**src/event_formatter_pkg.sv**
```systemverilog
package event_formatter_pkg;

   // payload constants
   localparam logic [7:0] PAYLOAD_REVISION = 8'h01;
   localparam logic [15:0] TAG_LOWEST = 16'h0001;
   localparam logic [15:0] TAG_HIGHEST = 16'hfffe;
   localparam logic [7:0] FORM_FULL_RECORD = 8'h00;
   localparam logic [7:0] FORM_ONE_SECTION = 8'h01;

   // header lengths in bytes
   localparam logic [3:0] KEEPALIVE_HDR_BYTES = 4'h2;
   localparam logic [3:0] POLL_HDR_BYTES = 4'h7;
   localparam logic [3:0] ERROR_HDR_BYTES = 4'h4;

   // receiver global enable encodings
   localparam logic [1:0] GLOBAL_DISABLE = 2'h0;
   localparam logic [1:0] GLOBAL_ASYNC = 2'h1;
   localparam logic [1:0] GLOBAL_POLLING = 2'h2;
   localparam logic [1:0] ASYNC_KEEPALIVE_OPTION = 2'h3;

   // event class codes on the output stream
   localparam logic [1:0] CLASS_NONE = 2'h0;
   localparam logic [1:0] CLASS_POLL_NOTICE = 2'h1;
   localparam logic [1:0] CLASS_KEEPALIVE = 2'h2;
   localparam logic [1:0] CLASS_PLATFORM_ERROR = 2'h3;

   // register byte offsets
   localparam logic [7:0] ADDR_CONTROL = 8'h00;
   localparam logic [7:0] ADDR_HB_PERIOD = 8'h04;
   localparam logic [7:0] ADDR_POLL_TAG = 8'h08;
   localparam logic [7:0] ADDR_POLL_HANDLE = 8'h0c;
   localparam logic [7:0] ADDR_ERROR_HDR = 8'h10;
   localparam logic [7:0] ADDR_STATUS = 8'h14;
   localparam logic [7:0] ADDR_IRQ_STATUS = 8'h18;
   localparam logic [7:0] ADDR_IRQ_MASK = 8'h1c;
   localparam logic [7:0] ADDR_HANDLE_USED = 8'h20;

   // control register fields
   localparam int CTRL_MODE_LSB = 0;
   localparam int CTRL_START_POLL = 4;
   localparam int CTRL_START_ERROR = 5;
   // error header register fields
   localparam int ERRH_FORM_LSB = 0;
   localparam int ERRH_COUNT_LSB = 16;
   // status register fields
   localparam int STAT_COUNTER_LSB = 0;
   localparam int STAT_BUSY = 8;
   localparam int STAT_HB_PEND = 9;
   localparam int STAT_POLL_PEND = 10;
   localparam int STAT_ERR_PEND = 11;

   // interrupt status bits
   localparam int IRQ_KEEPALIVE_SENT = 0;
   localparam int IRQ_POLL_SENT = 1;
   localparam int IRQ_ERROR_SENT = 2;
   localparam int IRQ_BAD_TAG = 3;
   localparam int IRQ_BAD_FORM = 4;
   localparam int IRQ_POLL_REQ = 5;
   localparam int IRQ_BITS = 6;

   // reset values
   localparam logic [1:0] MODE_RESET = GLOBAL_DISABLE;
   localparam logic [5:0] IRQ_MASK_RESET = 6'h00;

   // heartbeat period default: time and derived cycle count
   localparam int CLOCK_MHZ = 125;
   localparam int HB_PERIOD_US = 1000;
   localparam int HB_PERIOD_CYCLES = HB_PERIOD_US * CLOCK_MHZ;

endpackage : event_formatter_pkg

```
**src/byte_serializer.sv**
```systemverilog
`timescale 1ns/100ps
`default_nettype none

module byte_serializer (
   // clock and reset
   input wire logic clock,
   input wire logic reset,
   // load side, taken only while empty
   input wire logic load,
   input wire logic [63:0] load_bytes,
   input wire logic [3:0] load_count,
   input wire logic load_last,
   output logic empty,
   // byte stream side
   output logic [7:0] out_data,
   output logic out_valid,
   output logic out_last,
   input wire logic out_ready
);

   typedef struct packed {
      logic [63:0] bytes; // byte 0 sits in the low lane
      logic [3:0] left;   // bytes still to send
      logic last;         // final byte closes the payload
   } ser_state_type;

   ser_state_type s_q, s_d;

   ////////////////////////////////////////////////////////////////////////
   // shift one byte per beat, low first
   always_comb begin
      s_d = s_q;
      if (s_q.left == 4'h0) begin
         if (load) begin
            s_d.bytes = load_bytes;
            s_d.left = load_count;
            s_d.last = load_last;
         end
      end else if (out_ready) begin
         s_d.bytes = {8'h00, s_q.bytes[63:8]};
         s_d.left = s_q.left - 4'h1;
      end
   end

   // state register
   always_ff @(posedge clock) begin
      if (reset) begin
         s_q <= '0;
      end else begin
         s_q <= s_d;
      end
   end

   assign empty = (s_q.left == 4'h0);
   assign out_valid = (s_q.left != 4'h0);
   assign out_data = s_q.bytes[7:0];
   assign out_last = s_q.last && (s_q.left == 4'h1);

endmodule : byte_serializer

`default_nettype wire

```
**src/event_payload_formatter.sv**
```systemverilog
//
// Contract
// - every payload opens with revision byte 0x01
// - poll tag only 0x0001 through 0xfffe
// - poll carries 32-bit handle, zero allowed
// - ack-only poll request ignores supplied handle
// - heartbeat sent each time timer elapses; a beat still unsent at the next elapse is replaced, not sent twice; an elapse as a waiting beat loads sends none
// - heartbeat only under async keep-alive option
// - counter follows revision, +1 per elapse
// - error form code follows revision, 0x02+ reserved
// - 16-bit exact byte count follows form code
// - form 0x00 data holds full record chunk
// - form 0x01 holds one section
`timescale 1ns/100ps
`default_nettype none

module event_payload_formatter #(
   parameter int HB_DEFAULT_CYCLES = event_formatter_pkg::HB_PERIOD_CYCLES
) (
   // clock and reset
   input wire logic CLOCK,
   input wire logic RESET,
   // wishbone classic slave
   input wire logic CYC_I,
   input wire logic STB_I,
   input wire logic WE_I,
   input wire logic [7:0] ADR_I,
   input wire logic [3:0] SEL_I,
   input wire logic [31:0] DAT_I,
   output logic [31:0] DAT_O,
   output logic ACK_O,
   // interrupt
   output logic IRQ,
   // payload byte stream out
   output logic [7:0] EVT_DATA,
   output logic EVT_VALID,
   output logic EVT_LAST,
   output logic [1:0] EVT_CLASS,
   input wire logic EVT_READY,
   // record body bytes in
   input wire logic [7:0] ERR_DATA,
   input wire logic ERR_VALID,
   output logic ERR_READY,
   // decoded poll request
   input wire logic POLL_REQ_VALID,
   input wire logic POLL_REQ_ACK_ONLY,
   input wire logic [31:0] POLL_REQ_HANDLE,
   output logic [31:0] POLL_HANDLE_USED
);
   import event_formatter_pkg::*;

   // framer states
   typedef enum logic [1:0] {
      FRAME_IDLE = 2'b00,
      FRAME_DRAIN = 2'b01,
      FRAME_BODY = 2'b10
   } frame_type;

   typedef struct packed {
      // software registers
      logic [1:0] receiver_global_enable;
      logic [31:0] hb_period;
      logic [15:0] multipart_event_tag;
      logic [31:0] fetch_handle;
      logic [7:0] error_record_form_code;
      logic [15:0] error_data_byte_count;
      logic [IRQ_BITS-1:0] irq_status;
      logic [IRQ_BITS-1:0] irq_mask;
      logic [31:0] handle_used;
      // keep-alive state
      logic [7:0] heartbeat_counter;
      // pending events
      logic hb_pend;
      logic poll_pend;
      logic err_pend;
      // framer
      frame_type frame;
      logic [1:0] evt_class;
      logic [15:0] body_left;
      // bus answer
      logic ack;
      logic [31:0] rdata;
   } top_state_type;

   top_state_type s_q, s_d;

   // sub-block wires
   logic hb_tick; // timer elapse pulse
   logic ser_load; // load strobe into the serializer
   logic [63:0] ser_bytes; // bytes to load, low lane first
   logic [3:0] ser_count; // number of bytes loaded
   logic ser_last; // load closes the payload
   logic ser_empty; // serializer can take a load
   logic keepalive_on; // option selected
   logic bus_req; // new bus request this cycle
   logic bus_wr; // new bus write this cycle
   logic [31:0] wmask; // byte lane mask from select

   ////////////////////////////////////////////////////////////////////////
   // sub-blocks

   assign keepalive_on = (s_q.receiver_global_enable == ASYNC_KEEPALIVE_OPTION);

   // timer idles outside the keep-alive option
   heartbeat_timer timer_inst (
      .clock(CLOCK),
      .reset(RESET),
      .enable(keepalive_on),
      .period(s_q.hb_period),
      .tick(hb_tick)
   );

   byte_serializer ser_inst (
      .clock(CLOCK),
      .reset(RESET),
      .load(ser_load),
      .load_bytes(ser_bytes),
      .load_count(ser_count),
      .load_last(ser_last),
      .empty(ser_empty),
      .out_data(EVT_DATA),
      .out_valid(EVT_VALID),
      .out_last(EVT_LAST),
      .out_ready(EVT_READY)
   );

   ////////////////////////////////////////////////////////////////////////
   // bus decode helpers

   // ack gap keeps a held request single
   assign bus_req = CYC_I && STB_I && !s_q.ack;
   assign bus_wr = bus_req && WE_I;

   // byte lanes follow the select lines
   always_comb begin
      for (int i = 0; i < 4; i++) begin
         wmask[i*8 +: 8] = {8{SEL_I[i]}};
      end
   end

   ////////////////////////////////////////////////////////////////////////
   // next state for registers, events and framer
   always_comb begin
      logic [IRQ_BITS-1:0] irq_set; // events seen this cycle
      logic [31:0] ctrl_w; // masked control write
      irq_set = '0;
      ctrl_w = 32'h0;
      s_d = s_q;
      ser_load = 1'b0;
      ser_bytes = 64'h0;
      ser_count = 4'h0;
      ser_last = 1'b0;
      ERR_READY = 1'b0;

      // answer one cycle later
      s_d.ack = bus_req;
      s_d.rdata = 32'h0;

      // register writes
      if (bus_wr) begin
         unique case (ADR_I)
            ADDR_CONTROL: begin
               ctrl_w = DAT_I & wmask;
               if (SEL_I[0]) begin
                  s_d.receiver_global_enable = DAT_I[CTRL_MODE_LSB +: 2];
               end
               // starts ignored while one is pending
               if (ctrl_w[CTRL_START_POLL] && !s_q.poll_pend) begin
                  // reserved tags refused
                  if (s_q.multipart_event_tag >= TAG_LOWEST &&
                      s_q.multipart_event_tag <= TAG_HIGHEST) begin
                     s_d.poll_pend = 1'b1;
                  end else begin
                     irq_set[IRQ_BAD_TAG] = 1'b1;
                  end
               end
               if (ctrl_w[CTRL_START_ERROR] && !s_q.err_pend) begin
                  // only defined forms go out
                  if (s_q.error_record_form_code == FORM_FULL_RECORD ||
                      s_q.error_record_form_code == FORM_ONE_SECTION) begin
                     s_d.err_pend = 1'b1;
                  end else begin
                     irq_set[IRQ_BAD_FORM] = 1'b1;
                  end
               end
            end
            ADDR_HB_PERIOD: begin
               s_d.hb_period = (s_q.hb_period & ~wmask) | (DAT_I & wmask);
            end
            ADDR_POLL_TAG: begin
               s_d.multipart_event_tag = (s_q.multipart_event_tag & ~wmask[15:0]) |
                                         (DAT_I[15:0] & wmask[15:0]);
            end
            ADDR_POLL_HANDLE: begin
               // zero handle legal
               s_d.fetch_handle = (s_q.fetch_handle & ~wmask) | (DAT_I & wmask);
            end
            ADDR_ERROR_HDR: begin
               s_d.error_record_form_code = (s_q.error_record_form_code & ~wmask[7:0]) |
                                            (DAT_I[7:0] & wmask[7:0]);
               s_d.error_data_byte_count = (s_q.error_data_byte_count & ~wmask[31:16]) |
                                           (DAT_I[31:16] & wmask[31:16]);
            end
            ADDR_IRQ_MASK: begin
               s_d.irq_mask = (s_q.irq_mask & ~wmask[IRQ_BITS-1:0]) |
                              (DAT_I[IRQ_BITS-1:0] & wmask[IRQ_BITS-1:0]);
            end
            default: begin
               // acked, no effect here; irq status w1c handled below
            end
         endcase
      end

      // reads, unmapped read zero
      if (bus_req && !WE_I) begin
         unique case (ADR_I)
            ADDR_CONTROL: s_d.rdata[CTRL_MODE_LSB +: 2] = s_q.receiver_global_enable;
            ADDR_HB_PERIOD: s_d.rdata = s_q.hb_period;
            ADDR_POLL_TAG: s_d.rdata[15:0] = s_q.multipart_event_tag;
            ADDR_POLL_HANDLE: s_d.rdata = s_q.fetch_handle;
            ADDR_ERROR_HDR: begin
               s_d.rdata[ERRH_FORM_LSB +: 8] = s_q.error_record_form_code;
               s_d.rdata[ERRH_COUNT_LSB +: 16] = s_q.error_data_byte_count;
            end
            ADDR_STATUS: begin
               s_d.rdata[STAT_COUNTER_LSB +: 8] = s_q.heartbeat_counter;
               s_d.rdata[STAT_BUSY] = (s_q.frame != FRAME_IDLE) || !ser_empty;
               s_d.rdata[STAT_HB_PEND] = s_q.hb_pend;
               s_d.rdata[STAT_POLL_PEND] = s_q.poll_pend;
               s_d.rdata[STAT_ERR_PEND] = s_q.err_pend;
            end
            ADDR_IRQ_STATUS: s_d.rdata[IRQ_BITS-1:0] = s_q.irq_status;
            ADDR_IRQ_MASK: s_d.rdata[IRQ_BITS-1:0] = s_q.irq_mask;
            ADDR_HANDLE_USED: s_d.rdata = s_q.handle_used;
            default: s_d.rdata = 32'h0;
         endcase
      end

      // count each elapse, queue a beat
      if (hb_tick) begin
         s_d.heartbeat_counter = s_q.heartbeat_counter + 8'h01;
         // unsent beat replaced, gap shows it
         s_d.hb_pend = 1'b1;
      end
      // option off drops a waiting beat
      if (!keepalive_on) begin
         s_d.hb_pend = 1'b0;
      end

      // poll request in
      if (POLL_REQ_VALID) begin
         // ack-only handle is meaningless
         s_d.handle_used = POLL_REQ_ACK_ONLY ? 32'h0 : POLL_REQ_HANDLE;
         irq_set[IRQ_POLL_REQ] = 1'b1;
      end

      // keep-alive first: short, time-critical
      unique case (s_q.frame)
         FRAME_IDLE: begin
            if (ser_empty) begin
               if (s_q.hb_pend && keepalive_on) begin
                  ser_bytes[15:0] = {s_q.heartbeat_counter, PAYLOAD_REVISION};
                  ser_count = KEEPALIVE_HDR_BYTES;
                  ser_last = 1'b1;
                  ser_load = 1'b1;
                  s_d.hb_pend = 1'b0;
                  s_d.evt_class = CLASS_KEEPALIVE;
                  s_d.frame = FRAME_DRAIN;
                  irq_set[IRQ_KEEPALIVE_SENT] = 1'b1;
               end else if (s_q.poll_pend) begin
                  // low byte first
                  ser_bytes[55:0] = {s_q.fetch_handle, s_q.multipart_event_tag,
                                     PAYLOAD_REVISION};
                  ser_count = POLL_HDR_BYTES;
                  ser_last = 1'b1;
                  ser_load = 1'b1;
                  s_d.poll_pend = 1'b0;
                  s_d.evt_class = CLASS_POLL_NOTICE;
                  s_d.frame = FRAME_DRAIN;
                  irq_set[IRQ_POLL_SENT] = 1'b1;
               end else if (s_q.err_pend) begin
                  // revision, form, count low first
                  ser_bytes[31:0] = {s_q.error_data_byte_count,
                                     s_q.error_record_form_code,
                                     PAYLOAD_REVISION};
                  ser_count = ERROR_HDR_BYTES;
                  ser_last = (s_q.error_data_byte_count == 16'h0000);
                  ser_load = 1'b1;
                  s_d.err_pend = 1'b0;
                  s_d.evt_class = CLASS_PLATFORM_ERROR;
                  s_d.body_left = s_q.error_data_byte_count;
                  s_d.frame = (s_q.error_data_byte_count == 16'h0000) ?
                              FRAME_DRAIN : FRAME_BODY;
               end
            end
         end
         FRAME_BODY: begin
            // bytes pass untouched, count exact;
            // no buffer costs a bubble per byte
            ERR_READY = ser_empty;
            if (ser_empty && ERR_VALID) begin
               ser_bytes[7:0] = ERR_DATA;
               ser_count = 4'h1;
               ser_last = (s_q.body_left == 16'h0001);
               ser_load = 1'b1;
               s_d.body_left = s_q.body_left - 16'h0001;
               if (s_q.body_left == 16'h0001) begin
                  s_d.frame = FRAME_DRAIN;
               end
            end
         end
         FRAME_DRAIN: begin
            // close once the last byte left
            if (ser_empty) begin
               if (s_q.evt_class == CLASS_PLATFORM_ERROR) begin
                  irq_set[IRQ_ERROR_SENT] = 1'b1;
               end
               s_d.evt_class = CLASS_NONE;
               s_d.frame = FRAME_IDLE;
            end
         end
         default: begin
            // spare code to idle
            s_d.frame = FRAME_IDLE;
         end
      endcase

      // w1c status, new event wins
      if (bus_wr && ADR_I == ADDR_IRQ_STATUS) begin
         s_d.irq_status = s_q.irq_status & ~(DAT_I[IRQ_BITS-1:0] & wmask[IRQ_BITS-1:0]);
      end
      s_d.irq_status = s_d.irq_status | irq_set;
   end

   ////////////////////////////////////////////////////////////////////////
   // state register
   always_ff @(posedge CLOCK) begin
      if (RESET) begin
         s_q <= '0;
         s_q.receiver_global_enable <= MODE_RESET;
         s_q.hb_period <= 32'(HB_DEFAULT_CYCLES);
         s_q.irq_mask <= IRQ_MASK_RESET;
         s_q.frame <= FRAME_IDLE;
         s_q.evt_class <= CLASS_NONE;
      end else begin
         s_q <= s_d;
      end
   end

   ////////////////////////////////////////////////////////////////////////
   // outputs
   assign DAT_O = s_q.rdata;
   assign ACK_O = s_q.ack;
   assign IRQ = |(s_q.irq_status & s_q.irq_mask);
   assign EVT_CLASS = s_q.evt_class;
   assign POLL_HANDLE_USED = s_q.handle_used;

endmodule : event_payload_formatter

`default_nettype wire

```
**src/heartbeat_timer.sv**
```systemverilog
`timescale 1ns/100ps
`default_nettype none

module heartbeat_timer (
   // clock and reset
   input wire logic clock,
   input wire logic reset,
   // control
   input wire logic enable,
   input wire logic [31:0] period,
   // one-cycle elapse pulse
   output logic tick
);

   typedef struct packed {
      logic [31:0] count; // cycles since last elapse
      logic tick;         // elapse pulse
   } timer_state_type;

   timer_state_type s_q, s_d;

   ////////////////////////////////////////////////////////////////////////
   // next state: period zero acts as one
   always_comb begin
      s_d = s_q;
      s_d.tick = 1'b0;
      if (!enable) begin
         // restart while off
         s_d.count = 32'h0;
      end else if (s_q.count + 32'h1 >= period) begin
         s_d.count = 32'h0;
         s_d.tick = 1'b1;
      end else begin
         s_d.count = s_q.count + 32'h1;
      end
   end

   // state register
   always_ff @(posedge clock) begin
      if (reset) begin
         s_q <= '0;
      end else begin
         s_q <= s_d;
      end
   end

   assign tick = s_q.tick;

endmodule : heartbeat_timer

`default_nettype wire

```
**config.mk**
```make
export PLATFORM = sky130hd
export DESIGN_NAME = event_payload_formatter
export DESIGN_NICKNAME = d
export VERILOG_FILES = /design/src/event_formatter_pkg.sv /design/src/byte_serializer.sv /design/src/event_payload_formatter.sv /design/src/heartbeat_timer.sv
export SDC_FILE = /design/constraint.sdc
export NUM_CORES = 1
export LEC_CHECK = 0
export BUFFER_PORTS_ARGS = -buffer_cell sky130_fd_sc_hd__buf_4
export CAP_MARGIN = 20
export CORE_ASPECT_RATIO = 0.75
export CORE_MARGIN = 2
export CORE_UTILIZATION = 40
export CTS_BUF_LIST = sky130_fd_sc_hd__clkbuf_16
export CTS_CLUSTER_DIAMETER = 40
export CTS_CLUSTER_SIZE = 40
export DETAILED_ROUTE_END_ITERATION = 12
export HOLD_SLACK_MARGIN = 0.1
export SLEW_MARGIN = 20
export SYNTH_ARGS = -nofsm -noshare
export SYNTH_HDL_FRONTEND = slang
export SYNTH_SLANG_ARGS = --single-unit
export TNS_END_PERCENT = 50
```
**constraint.sdc**
```tcl
create_clock -name CLOCK -period 3.9 [get_ports CLOCK]
set_input_delay 0.585 -clock CLOCK [delete_from_list [all_inputs] [get_ports CLOCK]]
set_output_delay 0.585 -clock CLOCK [all_outputs]
set_load 0.01 [all_outputs]
```
==> results of run 1 <==
-- cells in the mapped netlist, types with 43 or more instances --
cell      count
clkbuf_1     84
inv_1        49
buf_4        77
a21oi_1     177
mux2i_1      66
nand3_1      53
o21ai_0      86
a211oi_1     43
dfxtp_1     308
nand2_1     169
nor3_1       55
nor2_1      202
-- placed cells by master, fill, tap and decap left out, drive strengths merged, types with 43 or more instances in the layout --
cell      n
dfxtp   308
buf     208
nor2    203
a21oi   177
nand2   169
o21ai    87
mux2i    66
inv      59
nor3     56
nand3    53
a211oi   43
-- area by class of cell --
| class | instances | area (µm²) |
|---|---|---|
| Multi-Input combinational cell | 1255 | 7680 |
| Clock buffer | 37 | 926 |
| Inverter | 50 | 188 |
| Tap cell | 504 | 631 |
| Clock inverter | 28 | 290 |
| Timing Repair Buffer | 208 | 1590 |
| Sequential cell | 308 | 6170 |
| Antenna cell | 1 | 2.50 |
| Fill cell | 3720 | 19600 |
-- sequential cells by signal, summed over array words and instances, names as in the netlist --
signal / count
ser_inst.out_data: 8
DAT_O: 32
ACK_O: 1
ser_inst.s_q: 53
timer_inst.tick: 1
timer_inst.s_q: 32
s_q: 147
POLL_HANDLE_USED: 32
EVT_CLASS: 2
-- critical path: stages, from the launching register on --
cell      delay [ps]
dfxtp_1          390
and4_1           400
nand4_4          220
nor4_1           380
xor2_1           170
ha_1             350
nand2_1           60
o21ai_0          260
a211oi_1         140
o311ai_4         790
buf_6            260
nor3b_1           70
-- metal layers --
metal,global-route usage,share of wire,vias up
met5,0,0,-
met4,0.0804,0.028,0
met3,0.0421,0.079,83
met2,0.359,0.42,580
met1,0.351,0.47,6561
li1,-,-,6453
-- per-stage QoR --
step                total power, mW  worst slack [ps]  hold slack, ps
floorplan                      4.67               580             430
global placement               5.14               318             459
detailed placement             5.17               286             464
CTS                            8.62               236             254
global route                   8.94              25.3             265
finish                         8.56               303             272
-- kinds of logic after synthesis --
group           count (synthesis)
flops                         308
fa+ha+maj                      38
simple gates                  667
xor+xnor                       35
mux                            80
buf+inv                       245
compound gates                435
-- worst max path at each step --
stage | slack, ps | from | endpoint | cells past startpoint
finish | 300 | timer_inst.s_q[6]$_SDFF_PP0_ | timer_inst.s_q[5]$_SDFF_PP0_ | 11
global route | 30 | timer_inst.s_q[11]$_SDFF_PP0_ | timer_inst.s_q[31]$_SDFF_PP0_ | 11
CTS | 240 | timer_inst.s_q[6]$_SDFF_PP0_ | timer_inst.s_q[25]$_SDFF_PP0_ | 10
detailed placement | 290 | timer_inst.s_q[6]$_SDFF_PP0_ | timer_inst.s_q[25]$_SDFF_PP0_ | 10
global placement | 320 | timer_inst.s_q[6]$_SDFF_PP0_ | timer_inst.s_q[8]$_SDFF_PP0_ | 10
floorplan | 580 | timer_inst.s_q[1]$_SDFF_PP0_ | timer_inst.s_q[29]$_SDFF_PP0_ | 13
-- power breakdown --
group / switching (mW) / internal, mW
combinational: 0.962 / 0.573
clock: 1.48 / 1.98
sequential: 0.150 / 3.42
total: 2.59 / 5.97
-- repair_timing --
item / in CTS / in global routing
gates resized for setup: 0 / 2
hold buffers: 0 / 0
endpoints found under the setup margin: 0 / 32
==> results.toml, run 1 <==
[yosys]
synthMuxAreaShare = 0.0543
synth_edf_count = 0
synth_compound_area_frac = 0.182
synth_area_leader_cell = "dfxtp_1"
yosysUniqueCellTypes = 70
synth-seq-cells = 308
synthFlopType = "dfxtp_1"
synthesis.nets = 1939
synth.avg_cell_area_um2 = 8.33
synth.area.top_cells = "dfxtp_1 41%, a21oi_1 5.9%, nor2_1 5.0%"
yosys.area_share.simple = 0.220
yosysWarnings = 0
synth_top_area_share = 0.409
synthAdderAreaFrac = 0.0316
async_reset_ff_frac = 0
synth-xor-area-share = 0.0204
synth_top_family_by_area = "simple AND/OR/NAND/NOR gates"
netlist_area_mm2 = 0.0151
synth_seq_area_share = 0.409
syn_inst = 1808

[die]
initial_core_util = 0.406
ioPinCount = 172
core_mm2 = 0.0371
row_count = 61
die_w_um = 228
die_h_um = 172
dieArea_mm2 = 0.0392

[final_layout]
final_core_util = 0.471
synthToLayoutAreaGrowth_pct = 16.0
fin_cells = 2391
final_cell_area_mm2 = 0.0175
nets = 1991
layout-drive-gt1-share = 0.161

[global_route]
antenna_found_initial = 1
grt_max_degree = 174
grt_pass1_vias = 12600
grt_pass1_wl_um = 74900
overflow = 0
grtUsageTotal = 0.241

[detailed_routing]
first_iter_violations = 1464
drc = 0
detail_route.vias_per_cell = 5.72
wire_per_inst_um = 20.5
via_count = 13700
firstDrtPassIters = 7
finalWirelength_um = 49000
antenna_left = 0

[clocking]
clk_pin_slew_worst_paths_ps = 60
cts_buffers = 37
cts.path.max_buffers = 3
cts-root-buf = "clkbuf_16"
cts_tree = "yes"
cts.htree.levels = 2
clock_sink_count = 308
cts_setup_buffers = 0
clkLatencyLatePin_ps = 550

[sta]
timing.final.crit_share = 0.922
final-hold-violation-count = 0
slew_violations = 0
fin_tns_setup_ps = 0
max-slew-margin-rel = 0.310
rsz0062_at_grt = "false"
period_minus_slack_ps = 3600
setup_viol = 0
clock_skew_ps = 24.7
fmax_mhz = 278
worst_pin_slew_ps = 1030

[placed_design]
io_buffers = 171
dp_cells = 2325
placed_area_mm2 = 0.0162
gp_congestion = 0.912
hpwl_um = 35200

[worst_setup_path]
timing.reg2reg.worst_path_depth = 11
cp.required_ps = 4320
end_kind = "flop"
critPathMaxFanout = 19
arrival_ps = 4020
r2r-end = "timer_inst.s_q[5]$_SDFF_PP0_"
reg2reg_slack_ps = 300
critical_path_class = "flop to flop"
worstReg2RegStart = "timer_inst.s_q[6]$_SDFF_PP0_"
start_kind = "flop"

[power_and_ir_drop]
vdd_drop_max_uv = 295
leakagePower_nw = 6.34
power_density_mw_per_mm2 = 490

[worst_hold_path]
hold_path_depth = 3
hold-path-endpoint = "POLL_HANDLE_USED[27]$_SDFFE_PP0P_"
min-delay-start = "POLL_REQ_HANDLE[27]"
holdCritPathClass = "input pin to flop"

[status]
status = "finished clean"

[run]
cap_violations = 0
(Power assumes the default switching activity.)
==> run 2, diff against run 1 <==
==> constraint.sdc (replaced) <==
create_clock -name CLOCK -period 4.2 [get_ports CLOCK]
set_input_delay 0.63 -clock CLOCK [delete_from_list [all_inputs] [get_ports CLOCK]]
set_output_delay 0.63 -clock CLOCK [all_outputs]
set_load 0.01 [all_outputs]
==> run 2 against run 1 <==
Against the previous run: setup slack better by 150 ps; sequential share of layout area hardly changed; critical endpoint is now timer_inst.s_q[19]$_SDFF_PP0_; final area about the same; largest power group unchanged; largest cell class unchanged.
==> results.toml, run 2 (synthesized netlist as in run 1, its figures left out) <==
[placed_design]
place_ws_ps = 564
placed_area_mm2 = 0.0162
io_buffers = 171
hpwl_um = 35000
gp_congestion = 0.901

[final_layout]
synthToLayoutAreaGrowth_pct = 16.1
top_regs = "s_q (147), ser_inst.s_q (53)"
top_register = "s_q"
mostFrequentLayoutCell = "dfxtp_1"
nets = 1988
final_cell_area_mm2 = 0.0175
layout_common_cells = "308 x dfxtp_1, 202 x nor2_1, 201 x buf_4"
layout-drive-gt1-share = 0.160
num-fill-cells = 3668
largest_reg_flops = 147
diodes = 0

[global_route]
grt_pass1_wl_um = 75100
antenna_found_initial = 0
grt_pass1_vias = 12700
overflow = 0
grt_max_degree = 185
grtUsageTotal = 0.242

[clocking]
cts-hold-fix-buffers = 0
post_cts_resized = 0
cts.htree.levels = 2
cts_buffers = 39
clkLatencyLatePin_ps = 560
cts_setup_buffers = 0
clock_sink_count = 308
cts_tree = "yes"
cts.path.max_buffers = 3
cts-root-buf = "clkbuf_16"
clk_pin_slew_worst_paths_ps = 60

[worst_setup_path]
critical_path.top_delay_family = "simple AND/OR/NAND/NOR gates"
crit_path_cell_trace = "and4_1 > nand4_2 > or2_0 > o21ai_0 > nand2_1 > ha_1 > nand4_1 > or4b_2 > a31oi_2 > buf_4 > nor3b_1"
arrival_ps = 4150
critPathSlowestCell = "or4b_2"
start_kind = "flop"
critPathMaxFanout = 23
critPathMaxStageDelay_ps = 780
cp.required_ps = 4610
end_kind = "flop"
path_buf_inv = 1
critical_path_class = "flop to flop"

[detailed_routing]
wl_met1_um = 22800
finalWirelength_um = 48300
wl_met3_um = 3710
top_layer = "met4"
drc = 0
wire_per_inst_um = 20.2
firstDrtPassIters = 7
via_count = 13700
first_iter_violations = 1418
dr_wl_met2_um = 20500
detail_route.vias_per_cell = 5.72
antenna_left = 0

[sta]
fmax_mhz = 267
max-slew-margin-rel = 0.273
setup_viol = 0
rsz0062_at_grt = "false"
fin_tns_setup_ps = 0
timing.final.crit_share = 0.891
final-hold-violation-count = 0
period_minus_slack_ps = 3740
clock_skew_ps = 27.8
worst_pin_slew_ps = 1090
slew_violations = 0
worst_slack_ps = 457

[die]
die_w_um = 228
ioPinCount = 172
dieArea_mm2 = 0.0392
core_mm2 = 0.0371
die_h_um = 172
initial_core_util = 0.406
row_count = 61

[power_and_ir_drop]
vdd_drop_max_uv = 296
power_density_mw_per_mm2 = 458
leakagePower_nw = 6.36

[run]
cap_violations = 0

[status]
status = "finished clean"

[worst_hold_path]
holdCritPathClass = "input pin to flop"
-- run 2: changes by cell type in the layout (fill, tap and decap cells not counted), sizes merged --
cell	before	now
diode	1	0
bufinv	3	2
clkinvlp	3	4
clkinv	13	12
inv	59	64
clkbuf	37	40
buf	208	203
-- run 2: stage by stage --
step	hold WS, ps	cells	power [mW]	utilization
finish	307	2392	8.02	0.471
global route	308	2392	8.40	0.471
CTS	291	2392	8.09	0.471
detailed placement	464	2320	4.77	0.437
global placement	458	2320	4.75	0.437
floorplan	430	1808	4.34	-
-- run 2: cell type report --
type                            count  area [µm²]  share of cell area
Timing Repair Buffer              203        1540              0.0881
Inverter                           50         188              0.0107
Clock buffer                       40        1000              0.0572
Multi-Input combinational cell   1255        7680               0.439
Sequential cell                   308        6170               0.353
Tap cell                          504         631              0.0361
Clock inverter                     32         288              0.0165
-- run 2: power by group --
part / leakage [nW] / switching, mW / internal, mW
sequential: 2.49 / 0.135 / 3.17
clock: 0.640 / 1.40 / 1.91
combinational: 3.23 / 0.876 / 0.519
total: 6.36 / 2.41 / 5.60
-- run 2: worst paths after layout --
| path | from | to | slack (ps) | cells after the start |
|---|---|---|---|---|
| setup / recovery | timer_inst.s_q[6]$_SDFF_PP0_ | timer_inst.s_q[19]$_SDFF_PP0_ | 460 | 11 |
| hold / removal | POLL_REQ_HANDLE[22] | POLL_HANDLE_USED[22]$_SDFFE_PP0P_ | 310 | 3 |
| setup reg to reg | timer_inst.s_q[6]$_SDFF_PP0_ | timer_inst.s_q[19]$_SDFF_PP0_ | 460 | 11 |
| hold reg to reg | s_q[44]$_SDFFE_PP0P_ | s_q[44]$_SDFFE_PP0P_ | 470 | 2 |
-- run 2: worst register-to-register path, delay by kind of cell (launching register included) --
family	cells	cell delay, ps
DFF	1	410
adders and majority gates	1	300
and+or+nand+nor	7	2110
AOI/OAI and AO/OA	2	470
buffers and inverters	1	310
-- run 2: metal layers --
layer | track usage | vias up
li1 | - | 6468
met1 | 0.352 | 6613
met2 | 0.363 | 533
met3 | 0.0442 | 79
met4 | 0.0708 | 0
met5 | 0 | -
